**src/rtl/copper_ctrl_pkg.sv**
```systemverilog
// Package: register offsets, bit positions, reset values and types of the copper control block
package copper_ctrl_pkg;
    // Byte addresses on the register bus
    localparam logic [7:0] ADDR_CTRL = 8'h00;       // copper_control, offset 0x0
    localparam logic [7:0] ADDR_AUX = 8'h04;        // second power-down, keep-alive, loopback speed
    localparam logic [7:0] ADDR_STATUS = 8'h08;     // applied state and activity flags
    // Bit positions in copper_control
    localparam int B_RESET = 15;
    localparam int B_LOOP = 14;
    localparam int B_SPD_LO = 13;
    localparam int B_ANEN = 12;
    localparam int B_PDOWN = 11;
    localparam int B_ISO = 10;
    localparam int B_RESTART = 9;
    localparam int B_DUPLEX = 8;
    localparam int B_SPD_HI = 6;
    // Bit positions in the auxiliary register
    localparam int A_PDOWN2 = 0;
    localparam int A_KEEP = 1;
    localparam int A_LSPD_LO = 2;                   // loopback speed, two bits
    // Hardware reset values
    localparam logic [15:0] CTRL_RST = 16'h1140;    // autoneg on, full duplex, 1000 Mbps
    localparam logic [3:0] AUX_RST = 4'hC;          // loopback speed field 2'b11, the reserved encoding, by default
    // Reset sequence length, in nanoseconds and in cycles at 200 MHz
    localparam int RESET_NS = 40;
    localparam int CLK_NS = 5;
    localparam int RESET_CYC = (RESET_NS + CLK_NS - 1) / CLK_NS;
    // AXI responses
    localparam logic [1:0] RESP_OKAY = 2'h0;
    localparam logic [1:0] RESP_SLVERR = 2'h2;
    // Speed encodings {high, low}
    typedef enum logic [1:0] {
        SPD_10 = 2'h0,
        SPD_100 = 2'h1,
        SPD_1000 = 2'h2,
        SPD_RSVD = 2'h3
    } speed_t;
    // Settings that take effect only on an update event
    typedef struct packed {
        logic [1:0] speed;
        logic an_enable;
        logic duplex;
    } applied_t;
endpackage

```
**src/rtl/copper_control_upper_bits.sv**
```systemverilog
// Copper control register bits 15..8 and 6 with AXI4-Lite access and applied PHY controls
`timescale 1ns/10ps
`default_nettype none
module copper_control_upper_bits
    import copper_ctrl_pkg::*;
#(
    parameter int RESET_CYCLES = RESET_CYC
) (
    input wire logic clk,
    input wire logic rstn,
    input wire logic clk_en,
    // AXI4-Lite slave
    input wire logic [7:0] s_awaddr,
    input wire logic s_awvalid,
    output logic s_awready,
    input wire logic [31:0] s_wdata,
    input wire logic [3:0] s_wstrb,
    input wire logic s_wvalid,
    output logic s_wready,
    output logic [1:0] s_bresp,
    output logic s_bvalid,
    input wire logic s_bready,
    input wire logic [7:0] s_araddr,
    input wire logic s_arvalid,
    output logic s_arready,
    output logic [31:0] s_rdata,
    output logic [1:0] s_rresp,
    output logic s_rvalid,
    input wire logic s_rready,
    // Applied controls toward the PHY core
    output logic sm_reset,
    output logic an_restart,
    output logic an_active,
    output logic adv_only_1000t,
    output logic adv_1000t_full,
    output logic [1:0] speed_sel,
    output logic duplex_full,
    output logic loopback_en,
    output logic link_enable,
    output logic powered_down,
    output logic rgmii_enable,
    output logic mac_isolate
);

    // Elaboration check on the reset sequence length
    if (RESET_CYCLES < 1 || RESET_CYCLES > 255) begin : g_chk
        $error("RESET_CYCLES must lie in 1..255");
    end

    // Register state
    logic [15:0] ctrl_q;          // software-visible copper_control
    logic [3:0] aux_q;            // second power-down, keep-alive, loopback speed
    applied_t app_q;              // settings in force
    logic [7:0] rst_cnt_q;        // reset sequence counter
    logic pd_q;                   // power-down state last cycle
    // AXI state
    logic aw_hold_q;
    logic w_hold_q;
    logic [7:0] awaddr_q;
    logic [31:0] wdata_q;
    logic [3:0] wstrb_q;

    // Combined power-down request
    logic pd_now;
    logic pd_exit;
    logic aw_take;                // address handshake this cycle
    logic w_take;                 // data handshake this cycle
    logic wr_fire;
    logic wr_ctrl;
    logic [15:0] wr_val;
    logic sw_reset_req;
    logic restart_req;
    logic update_evt;
    logic rst_busy;

    // Merges byte-enabled write data into a 16-bit value
    function automatic logic [15:0] merge16(input logic [15:0] old, input logic [31:0] d, input logic [3:0] s);
        merge16 = old;
        if (s[0]) begin
            merge16[7:0] = d[7:0];
        end
        if (s[1]) begin
            merge16[15:8] = d[15:8];
        end
    endfunction

    // Power down while either bit is one
    assign pd_now = ctrl_q[B_PDOWN] | aux_q[A_PDOWN2];
    assign pd_exit = pd_q & ~pd_now;
    // A half counts only after its own handshake, so no write fires twice
    assign aw_take = s_awvalid & s_awready;
    assign w_take = s_wvalid & s_wready;
    assign wr_fire = (aw_hold_q | aw_take) & (w_hold_q | w_take) & ~s_bvalid;
    assign wr_ctrl = wr_fire & ((aw_hold_q ? awaddr_q : s_awaddr) == ADDR_CTRL);
    assign wr_val = merge16(ctrl_q, w_hold_q ? wdata_q : s_wdata, w_hold_q ? wstrb_q : s_wstrb);
    // Software reset request: written bit, or leaving power down
    assign sw_reset_req = (wr_ctrl & wr_val[B_RESET]) | pd_exit;
    assign restart_req = (wr_ctrl & wr_val[B_RESTART]) | pd_exit;
    assign update_evt = sw_reset_req | restart_req;
    assign rst_busy = rst_cnt_q != 8'h00;

    // Write address and data capture, taken in either order
    always_ff @(posedge clk) begin
        if (!rstn) begin
            aw_hold_q <= 1'b0;
            w_hold_q <= 1'b0;
            awaddr_q <= 8'h00;
            wdata_q <= 32'h0000_0000;
            wstrb_q <= 4'h0;
        end else if (clk_en) begin
            if (wr_fire) begin
                aw_hold_q <= 1'b0;
                w_hold_q <= 1'b0;
            end else begin
                // Latch whichever half arrives first
                if (s_awvalid && s_awready) begin
                    aw_hold_q <= 1'b1;
                    awaddr_q <= s_awaddr;
                end
                if (s_wvalid && s_wready) begin
                    w_hold_q <= 1'b1;
                    wdata_q <= s_wdata;
                    wstrb_q <= s_wstrb;
                end
            end
        end
    end

    // Ready flags: accept a half while it is not already held
    always_ff @(posedge clk) begin
        if (!rstn) begin
            s_awready <= 1'b0;
            s_wready <= 1'b0;
        end else if (clk_en) begin
            s_awready <= ~s_awready & ~aw_hold_q & ~s_bvalid & ~(s_awvalid & wr_fire);
            s_wready <= ~s_wready & ~w_hold_q & ~s_bvalid & ~(s_wvalid & wr_fire);
        end
    end

    // Write response
    always_ff @(posedge clk) begin
        if (!rstn) begin
            s_bvalid <= 1'b0;
            s_bresp <= RESP_OKAY;
        end else if (clk_en) begin
            if (wr_fire) begin
                s_bvalid <= 1'b1;
                // Unmapped address answers with an error
                case (aw_hold_q ? awaddr_q : s_awaddr)
                    ADDR_CTRL, ADDR_AUX, ADDR_STATUS: s_bresp <= RESP_OKAY;
                    default: s_bresp <= RESP_SLVERR;
                endcase
            end else if (s_bready) begin
                s_bvalid <= 1'b0;
            end
        end
    end

    // Copper control register bits
    always_ff @(posedge clk) begin
        if (!rstn) begin
            ctrl_q <= CTRL_RST;
        end else if (clk_en) begin
            if (wr_ctrl) begin
                // Bit 7 and bits 5..0 read as zero
                ctrl_q <= wr_val & 16'hFF40;
            end else begin
                // Self-clear once the reset sequence finishes
                if (rst_cnt_q == 8'h01) begin
                    ctrl_q[B_RESET] <= 1'b0;
                end
                // Restart self-clears once handed to the core
                if (an_restart) begin
                    ctrl_q[B_RESTART] <= 1'b0;
                end
                // Software reset clears loopback and isolate, keeps power down
                if (rst_cnt_q == 8'h01) begin
                    ctrl_q[B_LOOP] <= 1'b0;
                    ctrl_q[B_ISO] <= 1'b0;
                end
            end
        end
    end

    // Auxiliary register
    always_ff @(posedge clk) begin
        if (!rstn) begin
            aux_q <= AUX_RST;
        end else if (clk_en) begin
            if (wr_fire && (aw_hold_q ? awaddr_q : s_awaddr) == ADDR_AUX && (w_hold_q ? wstrb_q[0] : s_wstrb[0])) begin
                aux_q <= (w_hold_q ? wdata_q[3:0] : s_wdata[3:0]);
            end
        end
    end

    // Reset sequence counter, starts the same cycle the request is seen
    always_ff @(posedge clk) begin
        if (!rstn) begin
            rst_cnt_q <= 8'h00;
        end else if (clk_en) begin
            if (sw_reset_req) begin
                rst_cnt_q <= 8'(RESET_CYCLES);
            end else if (rst_busy) begin
                rst_cnt_q <= rst_cnt_q - 8'h01;
            end
        end
    end

    // Pending speed, duplex and autoneg settings copied in on events
    always_ff @(posedge clk) begin
        if (!rstn) begin
            app_q <= '{speed: {CTRL_RST[B_SPD_HI], CTRL_RST[B_SPD_LO]}, an_enable: CTRL_RST[B_ANEN],
                       duplex: CTRL_RST[B_DUPLEX]};
            pd_q <= 1'b0;
        end else if (clk_en) begin
            pd_q <= pd_now;
            if (update_evt) begin
                app_q.speed <= {wr_ctrl ? wr_val[B_SPD_HI] : ctrl_q[B_SPD_HI],
                                wr_ctrl ? wr_val[B_SPD_LO] : ctrl_q[B_SPD_LO]};
                app_q.an_enable <= wr_ctrl ? wr_val[B_ANEN] : ctrl_q[B_ANEN];
                app_q.duplex <= wr_ctrl ? wr_val[B_DUPLEX] : ctrl_q[B_DUPLEX];
            end
        end
    end

    // Pulses and applied controls toward the core
    always_ff @(posedge clk) begin
        if (!rstn) begin
            sm_reset <= 1'b1;
            an_restart <= 1'b0;
            an_active <= 1'b0;
            adv_only_1000t <= 1'b0;
            adv_1000t_full <= 1'b0;
            speed_sel <= SPD_1000;
            duplex_full <= 1'b1;
            loopback_en <= 1'b0;
            link_enable <= 1'b0;
            powered_down <= 1'b0;
            rgmii_enable <= 1'b1;
            mac_isolate <= 1'b0;
        end else if (clk_en) begin
            // State machines held in reset while the sequence runs
            sm_reset <= sw_reset_req | (rst_busy & rst_cnt_q != 8'h01);
            // Restart on bit write, on reset end, and after hardware reset
            an_restart <= (restart_req & ~sw_reset_req) | (rst_cnt_q == 8'h01) | sm_reset & ~rst_busy;
            // Forced 1000 keeps autoneg running, 1000T only
            an_active <= app_q.an_enable | (app_q.speed == SPD_1000);
            adv_only_1000t <= ~app_q.an_enable & (app_q.speed == SPD_1000);
            adv_1000t_full <= app_q.duplex;
            // Loopback speed replaces the normal select
            speed_sel <= ctrl_q[B_LOOP] ? aux_q[A_LSPD_LO+:2] : app_q.speed;
            duplex_full <= app_q.duplex;
            loopback_en <= ctrl_q[B_LOOP] & ~pd_now;
            link_enable <= ~ctrl_q[B_LOOP] & ~pd_now;
            powered_down <= pd_now;
            rgmii_enable <= ~pd_now | aux_q[A_KEEP];
            mac_isolate <= ctrl_q[B_ISO];
        end
    end

    // Read channel
    always_ff @(posedge clk) begin
        if (!rstn) begin
            s_arready <= 1'b0;
            s_rvalid <= 1'b0;
            s_rdata <= 32'h0000_0000;
            s_rresp <= RESP_OKAY;
        end else if (clk_en) begin
            s_arready <= ~s_arready & ~s_rvalid & s_arvalid;
            if (s_arvalid && s_arready) begin
                s_rvalid <= 1'b1;
                s_rresp <= RESP_OKAY;
                case (s_araddr)
                    ADDR_CTRL: s_rdata <= {16'h0000, ctrl_q};
                    ADDR_AUX: s_rdata <= {28'h0000000, aux_q};
                    ADDR_STATUS: s_rdata <= {24'h000000, rst_busy, pd_now, an_active, app_q.an_enable,
                                             app_q.duplex, app_q.speed, adv_only_1000t};
                    default: begin
                        s_rdata <= 32'h0000_0000;
                        s_rresp <= RESP_SLVERR;
                    end
                endcase
            end else if (s_rready) begin
                s_rvalid <= 1'b0;
            end
        end
    end

    // Assertions
    a_reset_selfclr: assert property (@(posedge clk) disable iff (!rstn)
        clk_en && rst_cnt_q == 8'h01 && !wr_ctrl |=> !ctrl_q[B_RESET])
        else $error("reset bit did not self-clear");
    a_reset_immed: assert property (@(posedge clk) disable iff (!rstn)
        clk_en && wr_ctrl && wr_val[B_RESET] |=> sm_reset)
        else $error("reset did not start at once");
    a_reset_holds: assert property (@(posedge clk) disable iff (!rstn)
        clk_en && sw_reset_req |=> rst_cnt_q == 8'(RESET_CYCLES))
        else $error("reset sequence length wrong");
    a_loop_link: assert property (@(posedge clk) disable iff (!rstn)
        clk_en && ctrl_q[B_LOOP] |=> !link_enable)
        else $error("link kept in loopback");
    a_loop_speed: assert property (@(posedge clk) disable iff (!rstn)
        clk_en && ctrl_q[B_LOOP] |=> speed_sel == $past(aux_q[A_LSPD_LO+:2]))
        else $error("loopback speed not used");
    a_speed_pend: assert property (@(posedge clk) disable iff (!rstn)
        clk_en && !update_evt |=> app_q == $past(app_q))
        else $error("setting applied without event");
    a_forced_1000: assert property (@(posedge clk) disable iff (!rstn)
        clk_en && !app_q.an_enable && app_q.speed == SPD_1000 |=> an_active && adv_only_1000t)
        else $error("forced 1000 without autoneg");
    a_pd_either: assert property (@(posedge clk) disable iff (!rstn)
        clk_en && (ctrl_q[B_PDOWN] || aux_q[A_PDOWN2]) |=> powered_down)
        else $error("not powered down");
    a_pd_exit: assert property (@(posedge clk) disable iff (!rstn)
        clk_en && pd_exit |=> sm_reset ##[1:300] an_restart)
        else $error("power-down exit without reset and restart");
    a_rgmii_keep: assert property (@(posedge clk) disable iff (!rstn)
        clk_en && pd_now && !aux_q[A_KEEP] |=> !rgmii_enable)
        else $error("rgmii left on in power down");
    a_isolate: assert property (@(posedge clk) disable iff (!rstn)
        clk_en |=> mac_isolate == $past(ctrl_q[B_ISO]))
        else $error("isolate not followed");
    c_sw_reset: cover property (@(posedge clk) disable iff (!rstn) sw_reset_req ##[1:20] an_restart);
    c_pd_cycle: cover property (@(posedge clk) disable iff (!rstn) pd_now ##1 pd_exit);
    c_loopback: cover property (@(posedge clk) disable iff (!rstn) loopback_en);
    c_forced: cover property (@(posedge clk) disable iff (!rstn) adv_only_1000t);

endmodule // copper_control_upper_bits
`default_nettype wire

```
**config.mk**
```make
export PLATFORM = sky130hd
export DESIGN_NAME = copper_control_upper_bits
export DESIGN_NICKNAME = d
export VERILOG_FILES = /design/src/rtl/copper_ctrl_pkg.sv /design/src/rtl/copper_control_upper_bits.sv
export SDC_FILE = /design/constraint.sdc
export NUM_CORES = 1
export LEC_CHECK = 0
export BUFFER_PORTS_ARGS = -buffer_cell sky130_fd_sc_hd__buf_4
export CAP_MARGIN = 40
export CORE_ASPECT_RATIO = 1.25
export CORE_MARGIN = 4
export CORE_UTILIZATION = 30
export CTS_BUF_LIST = sky130_fd_sc_hd__clkbuf_2 sky130_fd_sc_hd__clkbuf_4 sky130_fd_sc_hd__clkbuf_8
export CTS_CLUSTER_SIZE = 14
export DETAILED_ROUTE_END_ITERATION = 6
export SLEW_MARGIN = 20
export SYNTH_ARGS = -nofsm -noshare
export SYNTH_HDL_FRONTEND = slang
export SYNTH_SLANG_ARGS = --single-unit
```
**constraint.sdc**
```tcl
create_clock -name clk -period 2.5 [get_ports clk]
set_input_delay 0.375 -clock clk [delete_from_list [all_inputs] [get_ports clk]]
set_output_delay 0.375 -clock clk [all_outputs]
set_load 0.01 [all_outputs]
```
==> qor.tcl, run 1 <==
set qor(status) {complete, no violations}
set qor(synth.area.mux_share_pct) 10.2
set qor(ys_warn_count) 0
set qor(num_antenna_cells) 0
set qor(post_drt_via_cell_ratio) 5.15
set qor(finalCriticalPeriod_ns) 2.20
set qor(destination_of_the_worst_register_to_register_timing_path) {rst_cnt_q[3]$_SDFFE_PN0P_}
set qor(design.final.nets) 604
set qor(synth_compound_gate_area_share_pct) 20.2
set qor(tritoncts) {done}
set qor(gp_congestion) 0.806
set qor(seq_area_frac_synth_pct) 41.3
set qor(postCtsSetupRepairBufs) 0
set qor(power_density_mw_per_mm2) 666
set qor(postSynthRegisterBits) 86
set qor(finalHoldWorstSlack_ns) 0.238
set qor(cp.arrival_ns) 2.47
set qor(worst_hold_path.num_cells) 3
set qor(fp.dieArea_mm2) 0.0158
set qor(finalWorstSetupSlack_ns) 0.299
set qor(post_route_cells_drive_above_1_share_pct) 21.8
set qor(grt_remaining_overflow) 0
set qor(number_of_instances_in_the_synthesized_netlist) 472
set qor(hold_buffers) 0
set qor(setup_total_negative_slack_ns) 0
set qor(final.setup_skew_ns) 0.0128
set qor(top_cell_types_by_occurrence_after_synthesis) {86 x sky130_fd_sc_hd__dfxtp_1, 62 x sky130_fd_sc_hd__nor2_1, 40 x sky130_fd_sc_hd__nand2_1, 38 x sky130_fd_sc_hd__mux2i_1, 26 x sky130_fd_sc_hd__a21oi_1}
set qor(fmaxAchievable_mhz) 454
set qor(post_synthesis_share_of_cell_area_spent_on_and_or_nand_and_nor_gates_pct) 19.8
set qor(grt_util_all_layers_pct) 14.0
set qor(maxSlewViolCount) 0
set qor(routed_wire_length_per_instance_um) 15.6
set qor(whs_endpoint) {wdata_q[12]$_SDFFE_PN0P_}
set qor(cts_buffers) 9
set qor(maxCapViolations) 0
set qor(worst_ir_drop_vdd_uv) 282
set qor(pre_antenna_drt_iters) 4
set qor(critical_path_class) {reg -> reg}
set qor(route.antenna.remaining_nets) 0
set qor(grt_max_degree) 60
set qor(synth_top_family_by_area) {compound AO/OA/AOI/OAI gates}
set qor(hpwlAfterDp_mm) 8.25
set qor(clkTransAtPathRegs_ns) 0.09
set qor(worst-endpoint-required_ns) 2.77
set qor(p_leak_nw) 2.13
set qor(reg2reg_setup_slack_ns) 0.30
set qor(post-synth-top-count-cell) {sky130_fd_sc_hd__dfxtp_1}
set qor(dieHeight_um) 140
set qor(synth.lib_cells_used.distinct) 62
set qor(setup-violations-final) 0
set qor(syn_to_final_growth_pct) 21.3
set qor(grt_first_pass_wirelength_mm) 18.0
set qor(route.vias.total) 3694
set qor(initial_core_utilization_pct) 31.1
set qor(grt_pass1_vias) 3543
set qor(antenna_found_initial) 0
set qor(fp-row-count) 47
set qor(yosys.area.top_type) {sky130_fd_sc_hd__dfxtp_1}
set qor(post-route-period-util_pct) 88.1
set qor(dominantRegCellSynth) {sky130_fd_sc_hd__dfxtp_1}
set qor(synth-xor-area-share_pct) 0.210
set qor(report.final.hold_viol_count) 0
set qor(critPathLaunchType) {flop}
set qor(initialDrtViolationCount) 234
set qor(worstMarginPinSlew_ns) 0.652
set qor(filler_cell_count) 1407
set qor(post_synth.cell_area_avg_um2) 8.83
set qor(worst_slew_margin_rel_pct) 56.5
set qor(io_buffer_count) 74
set qor(place_worst_setup_slack_ns) 0.175
set qor(synth-edff-count) 0
set qor(design.core.area_mm2) 0.0134
set qor(min-delay-start) {s_wdata[12]}
set qor(rsz0062_at_grt) {no}
set qor(post_synth_main_area_contributors) {sky130_fd_sc_hd__dfxtp_1 41%, sky130_fd_sc_hd__mux2i_1 9.1%, sky130_fd_sc_hd__nor2_1 5.6%}
set qor(ff2ff_path_depth) 5
set qor(timing.critical_path.to_type) {flop}
set qor(die_w_um) 113
set qor(async_s_r_ff_share_synth_pct) 0
set qor(synth_adder_area_share_pct) 0.901
set qor(synth_area_mm2) 0.00417
set qor(hold_path.class) {in -> reg}
set qor(synth_top_area_share_pct) 41.3
set qor(detail_route.drc_violations) 0
set qor(cts-root-buf) {sky130_fd_sc_hd__clkbuf_8}
set qor(cts-resized-gates) 0
set qor(drt_wirelength_mm) 11.2
set qor(cts_max_path_buffers) 2
set qor(clock_latency_ns) 0.37
set qor(cts.htree.levels) 3
set qor(cts.sinks) 86
set qor(io_pins) 114
set qor(path_max_fanout) 11
set qor(worst_r2r_startpoint) {w_hold_q$_SDFFE_PN0P_}
==> logic make-up after synthesis <==
kind of cell | Yosys count
xor gates and xnor gates | 1
and+or+nand+nor | 171
other | 1
DFF | 86
adders and majority gates | 3
buffers and inverters | 56
muxes | 42
AOI/OAI and AO/OA | 112
==> registers in the layout, indices dropped and copies added (netlist names), 2 cells and up <==
| signal | cells |
|---|---|
| wdata_q | 13 |
| rst_cnt_q | 8 |
| s_rdata | 16 |
| app_q | 4 |
| aux_q | 4 |
| ctrl_q | 9 |
| wstrb_q | 2 |
| speed_sel | 2 |
| awaddr_q | 8 |
==> cell usage in the layout, fill, tap and decap left out, types with 4 or more instances in the layout <==
cell type,instances
sky130_fd_sc_hd__mux2_2,4
sky130_fd_sc_hd__a21oi_1,26
sky130_fd_sc_hd__nand3_1,16
sky130_fd_sc_hd__nor2_1,62
sky130_fd_sc_hd__dfxtp_1,86
sky130_fd_sc_hd__clkbuf_8,9
sky130_fd_sc_hd__and3_1,5
sky130_fd_sc_hd__buf_4,90
sky130_fd_sc_hd__nor3_1,13
sky130_fd_sc_hd__o21ai_0,11
sky130_fd_sc_hd__a221oi_1,4
sky130_fd_sc_hd__o211ai_1,7
sky130_fd_sc_hd__nor4_1,8
sky130_fd_sc_hd__mux2i_1,38
sky130_fd_sc_hd__nor4b_1,4
sky130_fd_sc_hd__a22oi_1,12
sky130_fd_sc_hd__nor2b_1,4
sky130_fd_sc_hd__conb_1,18
sky130_fd_sc_hd__nand2_1,40
sky130_fd_sc_hd__a211oi_1,10
sky130_fd_sc_hd__inv_1,6
==> worst max-delay path, stage by stage, from the launching register on <==
cell and delay, ns:
sky130_fd_sc_hd__dfxtp_1 0.56, sky130_fd_sc_hd__mux2i_1 0.17, sky130_fd_sc_hd__a221o_1 0.38, sky130_fd_sc_hd__o2111a_1 0.29, sky130_fd_sc_hd__or2_2 0.36, sky130_fd_sc_hd__o311a_1 0.33
==> routing by layer <==
layer	track usage (%)	vias up	share of wire, %	routed length (um)
li1	-	1834	-	-
met1	17.4	1754	43	4810
met2	23.6	91	50	5620
met3	2.65	15	4.5	503
met4	5.76	0	2.1	238
met5	0	-	0	0
==> power by group <==
group          internal [mW]  switching (mW)
clock network          0.478           0.528
registers               1.46           0.101
logic                  0.361           0.442
total                   2.30            1.07
==> area by class of cell <==
class	instances	area (um2)	area share, %
clock inverter	6	70.1	1.39
tap	171	214	4.23
clock buffer	10	131	2.60
inverter	7	26.3	0.520
timing repair buffer	90	676	13.4
sequential	86	1720	34.1
multi-input combinational	347	2210	43.8
==> worst max-delay path by stage <==
stage | from | endpoint | slack, ns | cells past startpoint
finish | w_hold_q$_SDFFE_PN0P_ | rst_cnt_q[3]$_SDFFE_PN0P_ | 0.30 | 5
global route | aw_hold_q$_SDFFE_PN0P_ | rst_cnt_q[2]$_SDFFE_PN0P_ | 0.19 | 4
CTS | w_hold_q$_SDFFE_PN0P_ | rst_cnt_q[3]$_SDFFE_PN0P_ | 0.31 | 5
detailed placement | s_awaddr[1] | rst_cnt_q[2]$_SDFFE_PN0P_ | 0.18 | 7
global placement | s_awaddr[1] | rst_cnt_q[2]$_SDFFE_PN0P_ | 0.19 | 7
floorplan | s_awaddr[1] | an_restart$_SDFFE_PN0P_ | 0.33 | 5
==> stage by stage <==
step	cells	utilization, %	power [mW]	cell area [um2]
5_1_grt	717	37.7	3.57	5050
3_5_place_dp	701	36.2	2.39	4850
3_3_place_gp	701	36.2	2.37	4850
4_1_cts	717	37.7	3.39	5050
6_report	717	37.7	3.37	5050
2_1_floorplan	489	-	2.15	4230
Note: power is estimated with default switching activity, not from simulation.
==> run 2: changes to the inputs <==
--- a/config.mk
+++ b/config.mk
@@ -6,7 +6,6 @@
 export NUM_CORES = 1
 export LEC_CHECK = 0
 export BUFFER_PORTS_ARGS = -buffer_cell sky130_fd_sc_hd__buf_4
-export CAP_MARGIN = 40
 export CORE_ASPECT_RATIO = 1.25
 export CORE_MARGIN = 4
 export CORE_UTILIZATION = 30
==> constraint.sdc (replaced) <==
create_clock -name clk -period 2.5 [get_ports clk]
set_input_delay 0.25 -clock clk [delete_from_list [all_inputs] [get_ports clk]]
set_output_delay 0.25 -clock clk [all_outputs]
set_load 0.01 [all_outputs]
==> run 2 against run 1 <==
Net effect:
- worst setup slack improved by 0.071 ns
- non-clock buffer count unchanged
- global-route usage is 0.18 points lower
- clock skew decreased by 0.0016 ns
- final cell count unchanged
- fmax increased by 3.3%
- first-iteration DRC count fell by 5.1%
==> qor.tcl, run 2 (synthesis gave the netlist of run 1 again) <==
set qor(status) {complete, no violations}
set qor(cts-resized-gates) 0
set qor(grt_first_pass_wirelength_mm) 17.8
set qor(tritoncts) {done}
set qor(critical_path_class) {reg -> reg}
set qor(route.antenna.remaining_nets) 0
set qor(post-route-period-util_pct) 85.2
set qor(antenna_found_initial) 0
set qor(drt_wirelength_mm) 11.0
set qor(clkTransAtPathRegs_ns) 0.09
set qor(route.vias.total) 3716
set qor(final_core_util_pct) 37.9
set qor(detail_route.drc_violations) 0
set qor(die_w_um) 113
set qor(fp-row-count) 47
set qor(register_with_the_most_flip_flops) {s_rdata}
set qor(post_route_cells_drive_above_1_share_pct) 21.8
set qor(critPathLaunchType) {flop}
set qor(layout_common_cells) {90 x sky130_fd_sc_hd__buf_4, 86 x sky130_fd_sc_hd__dfxtp_1, 62 x sky130_fd_sc_hd__nor2_1, 40 x sky130_fd_sc_hd__nand2_1, 38 x sky130_fd_sc_hd__mux2i_1}
set qor(area.sequential_mm2) 0.00172
set qor(timing.critical_path.to_type) {flop}
set qor(p_leak_nw) 2.16
set qor(design.core.area_mm2) 0.0134
set qor(mostFrequentLayoutCell) {sky130_fd_sc_hd__buf_4}
set qor(initialDrtViolationCount) 222
set qor(pre_antenna_drt_iters) 4
set qor(cts_max_path_buffers) 2
set qor(hold_path.class) {in -> reg}
set qor(totalPowerFinal_mw) 3.48
set qor(cts_buffers) 9
set qor(top_regs) {s_rdata x16, wdata_q x13, ctrl_q x9}
set qor(report.final.hold_viol_count) 0
set qor(maxCapViolations) 0
set qor(cts.htree.levels) 3
set qor(numPlacedInstances) 701
set qor(finalInstanceArea_mm2) 0.00508
set qor(cp.arrival_ns) 2.37
set qor(path_max_fanout) 12
set qor(dieHeight_um) 140
set qor(fp.dieArea_mm2) 0.0158
set qor(power_density_mw_per_mm2) 685
set qor(largest_register_ffs) 16
set qor(postCtsSetupRepairBufs) 0
set qor(initial_core_utilization_pct) 31.1
set qor(maxSlewViolCount) 0
set qor(fmaxAchievable_mhz) 469
set qor(io_pins) 114
set qor(syn_to_final_growth_pct) 21.9
set qor(worst_r2r_startpoint) {aw_hold_q$_SDFFE_PN0P_}
set qor(cts-root-buf) {sky130_fd_sc_hd__clkbuf_8}
set qor(routed_wire_length_per_instance_um) 15.3
set qor(grt_util_all_layers_pct) 13.8
set qor(min-delay-start) {s_wdata[0]}
set qor(post_drt_via_cell_ratio) 5.18
set qor(num_antenna_cells) 0
set qor(setup-violations-final) 0
set qor(grt_max_degree) 47
set qor(gp_congestion) 0.825
set qor(worst_ir_drop_vdd_uv) 245
set qor(hpwlAfterDp_mm) 8.11
set qor(clock_latency_ns) 0.36
set qor(area_of_the_multi_input_gates_mm2) 0.00221
set qor(setup_total_negative_slack_ns) 0
set qor(grt_remaining_overflow) 0
set qor(io_buffer_count) 74
set qor(cts.sinks) 86
set qor(finalCriticalPeriod_ns) 2.13
set qor(worstSetupStartpoint) {aw_hold_q$_SDFFE_PN0P_}
set qor(filler_cell_count) 1378
set qor(dpl_cell_area_mm2) 0.00485
set qor(worst-endpoint-required_ns) 2.74
set qor(worstMarginPinSlew_ns) 0.670
set qor(hold_buffers) 0
set qor(rsz0062_at_grt) {no}
set qor(grt_pass1_vias) 3585
set qor(design.final.nets) 604
set qor(final_cells) 717
set qor(worst_slew_margin_rel_pct) 55.3
set qor(final.setup_skew_ns) 0.0112
[run 2: changes by cell type in the layout (fill, tap and decap cells not counted), sizes merged]
cell / previous run / this run
clkinv: 2 / 3
inv: 7 / 9
clkbuf: 10 / 9
bufinv: 1 / 2
clkinvlp: 3 / 0
[run 2: worst max-delay path, stage by stage, from the launching register on]
cell                        delay, ns
sky130_fd_sc_hd__dfxtp_1         0.65
sky130_fd_sc_hd__and3_1          0.53
sky130_fd_sc_hd__o2111ai_1       0.43
sky130_fd_sc_hd__o211ai_1        0.31
sky130_fd_sc_hd__o41ai_1         0.10
[run 2: report_power, final]
group / switching [mW] / internal (mW)
registers: 0.103 / 1.46
logic: 0.452 / 0.360
clock network: 0.528 / 0.577
total: 1.08 / 2.39
[run 2: area by class of cell]
type,instances,area share [%]
Clock buffer,9,2.44
Clock inverter,7,2.04
Inverter,7,0.517
Multi-Input combinational cell,347,43.6
Sequential cell,86,33.9
Tap cell,171,4.21
Timing Repair Buffer,90,13.3
[run 2: path summary, 6_finish.rpt]
path                                           endpoint  slack (ns)  cells after the start
worst max-delay path            ctrl_q[11]$_SDFFE_PN0P_        0.37                      4
worst min-delay path            wdata_q[0]$_SDFFE_PN0P_        0.13                      3
worst max register to register  ctrl_q[11]$_SDFFE_PN0P_        0.37                      4
worst min register to register  s_rdata[6]$_SDFFE_PN0P_        0.46                      2
[run 2: through the flow]
step           hold WS (ns)  worst slack, ns
3_5_place_dp          0.454            0.352
5_1_grt               0.126            0.190
4_1_cts               0.111            0.388
3_3_place_gp          0.449            0.345
6_report              0.134            0.370
2_1_floorplan         0.394            0.457
[run 2: per-layer routing]
layer	track usage, %	vias up	part of all wire, %
met1	16.9	1751	43
met2	22.7	103	49
met5	0	-	0
met3	2.39	21	5.1
met4	7.91	0	2.9
li1	-	1841	-
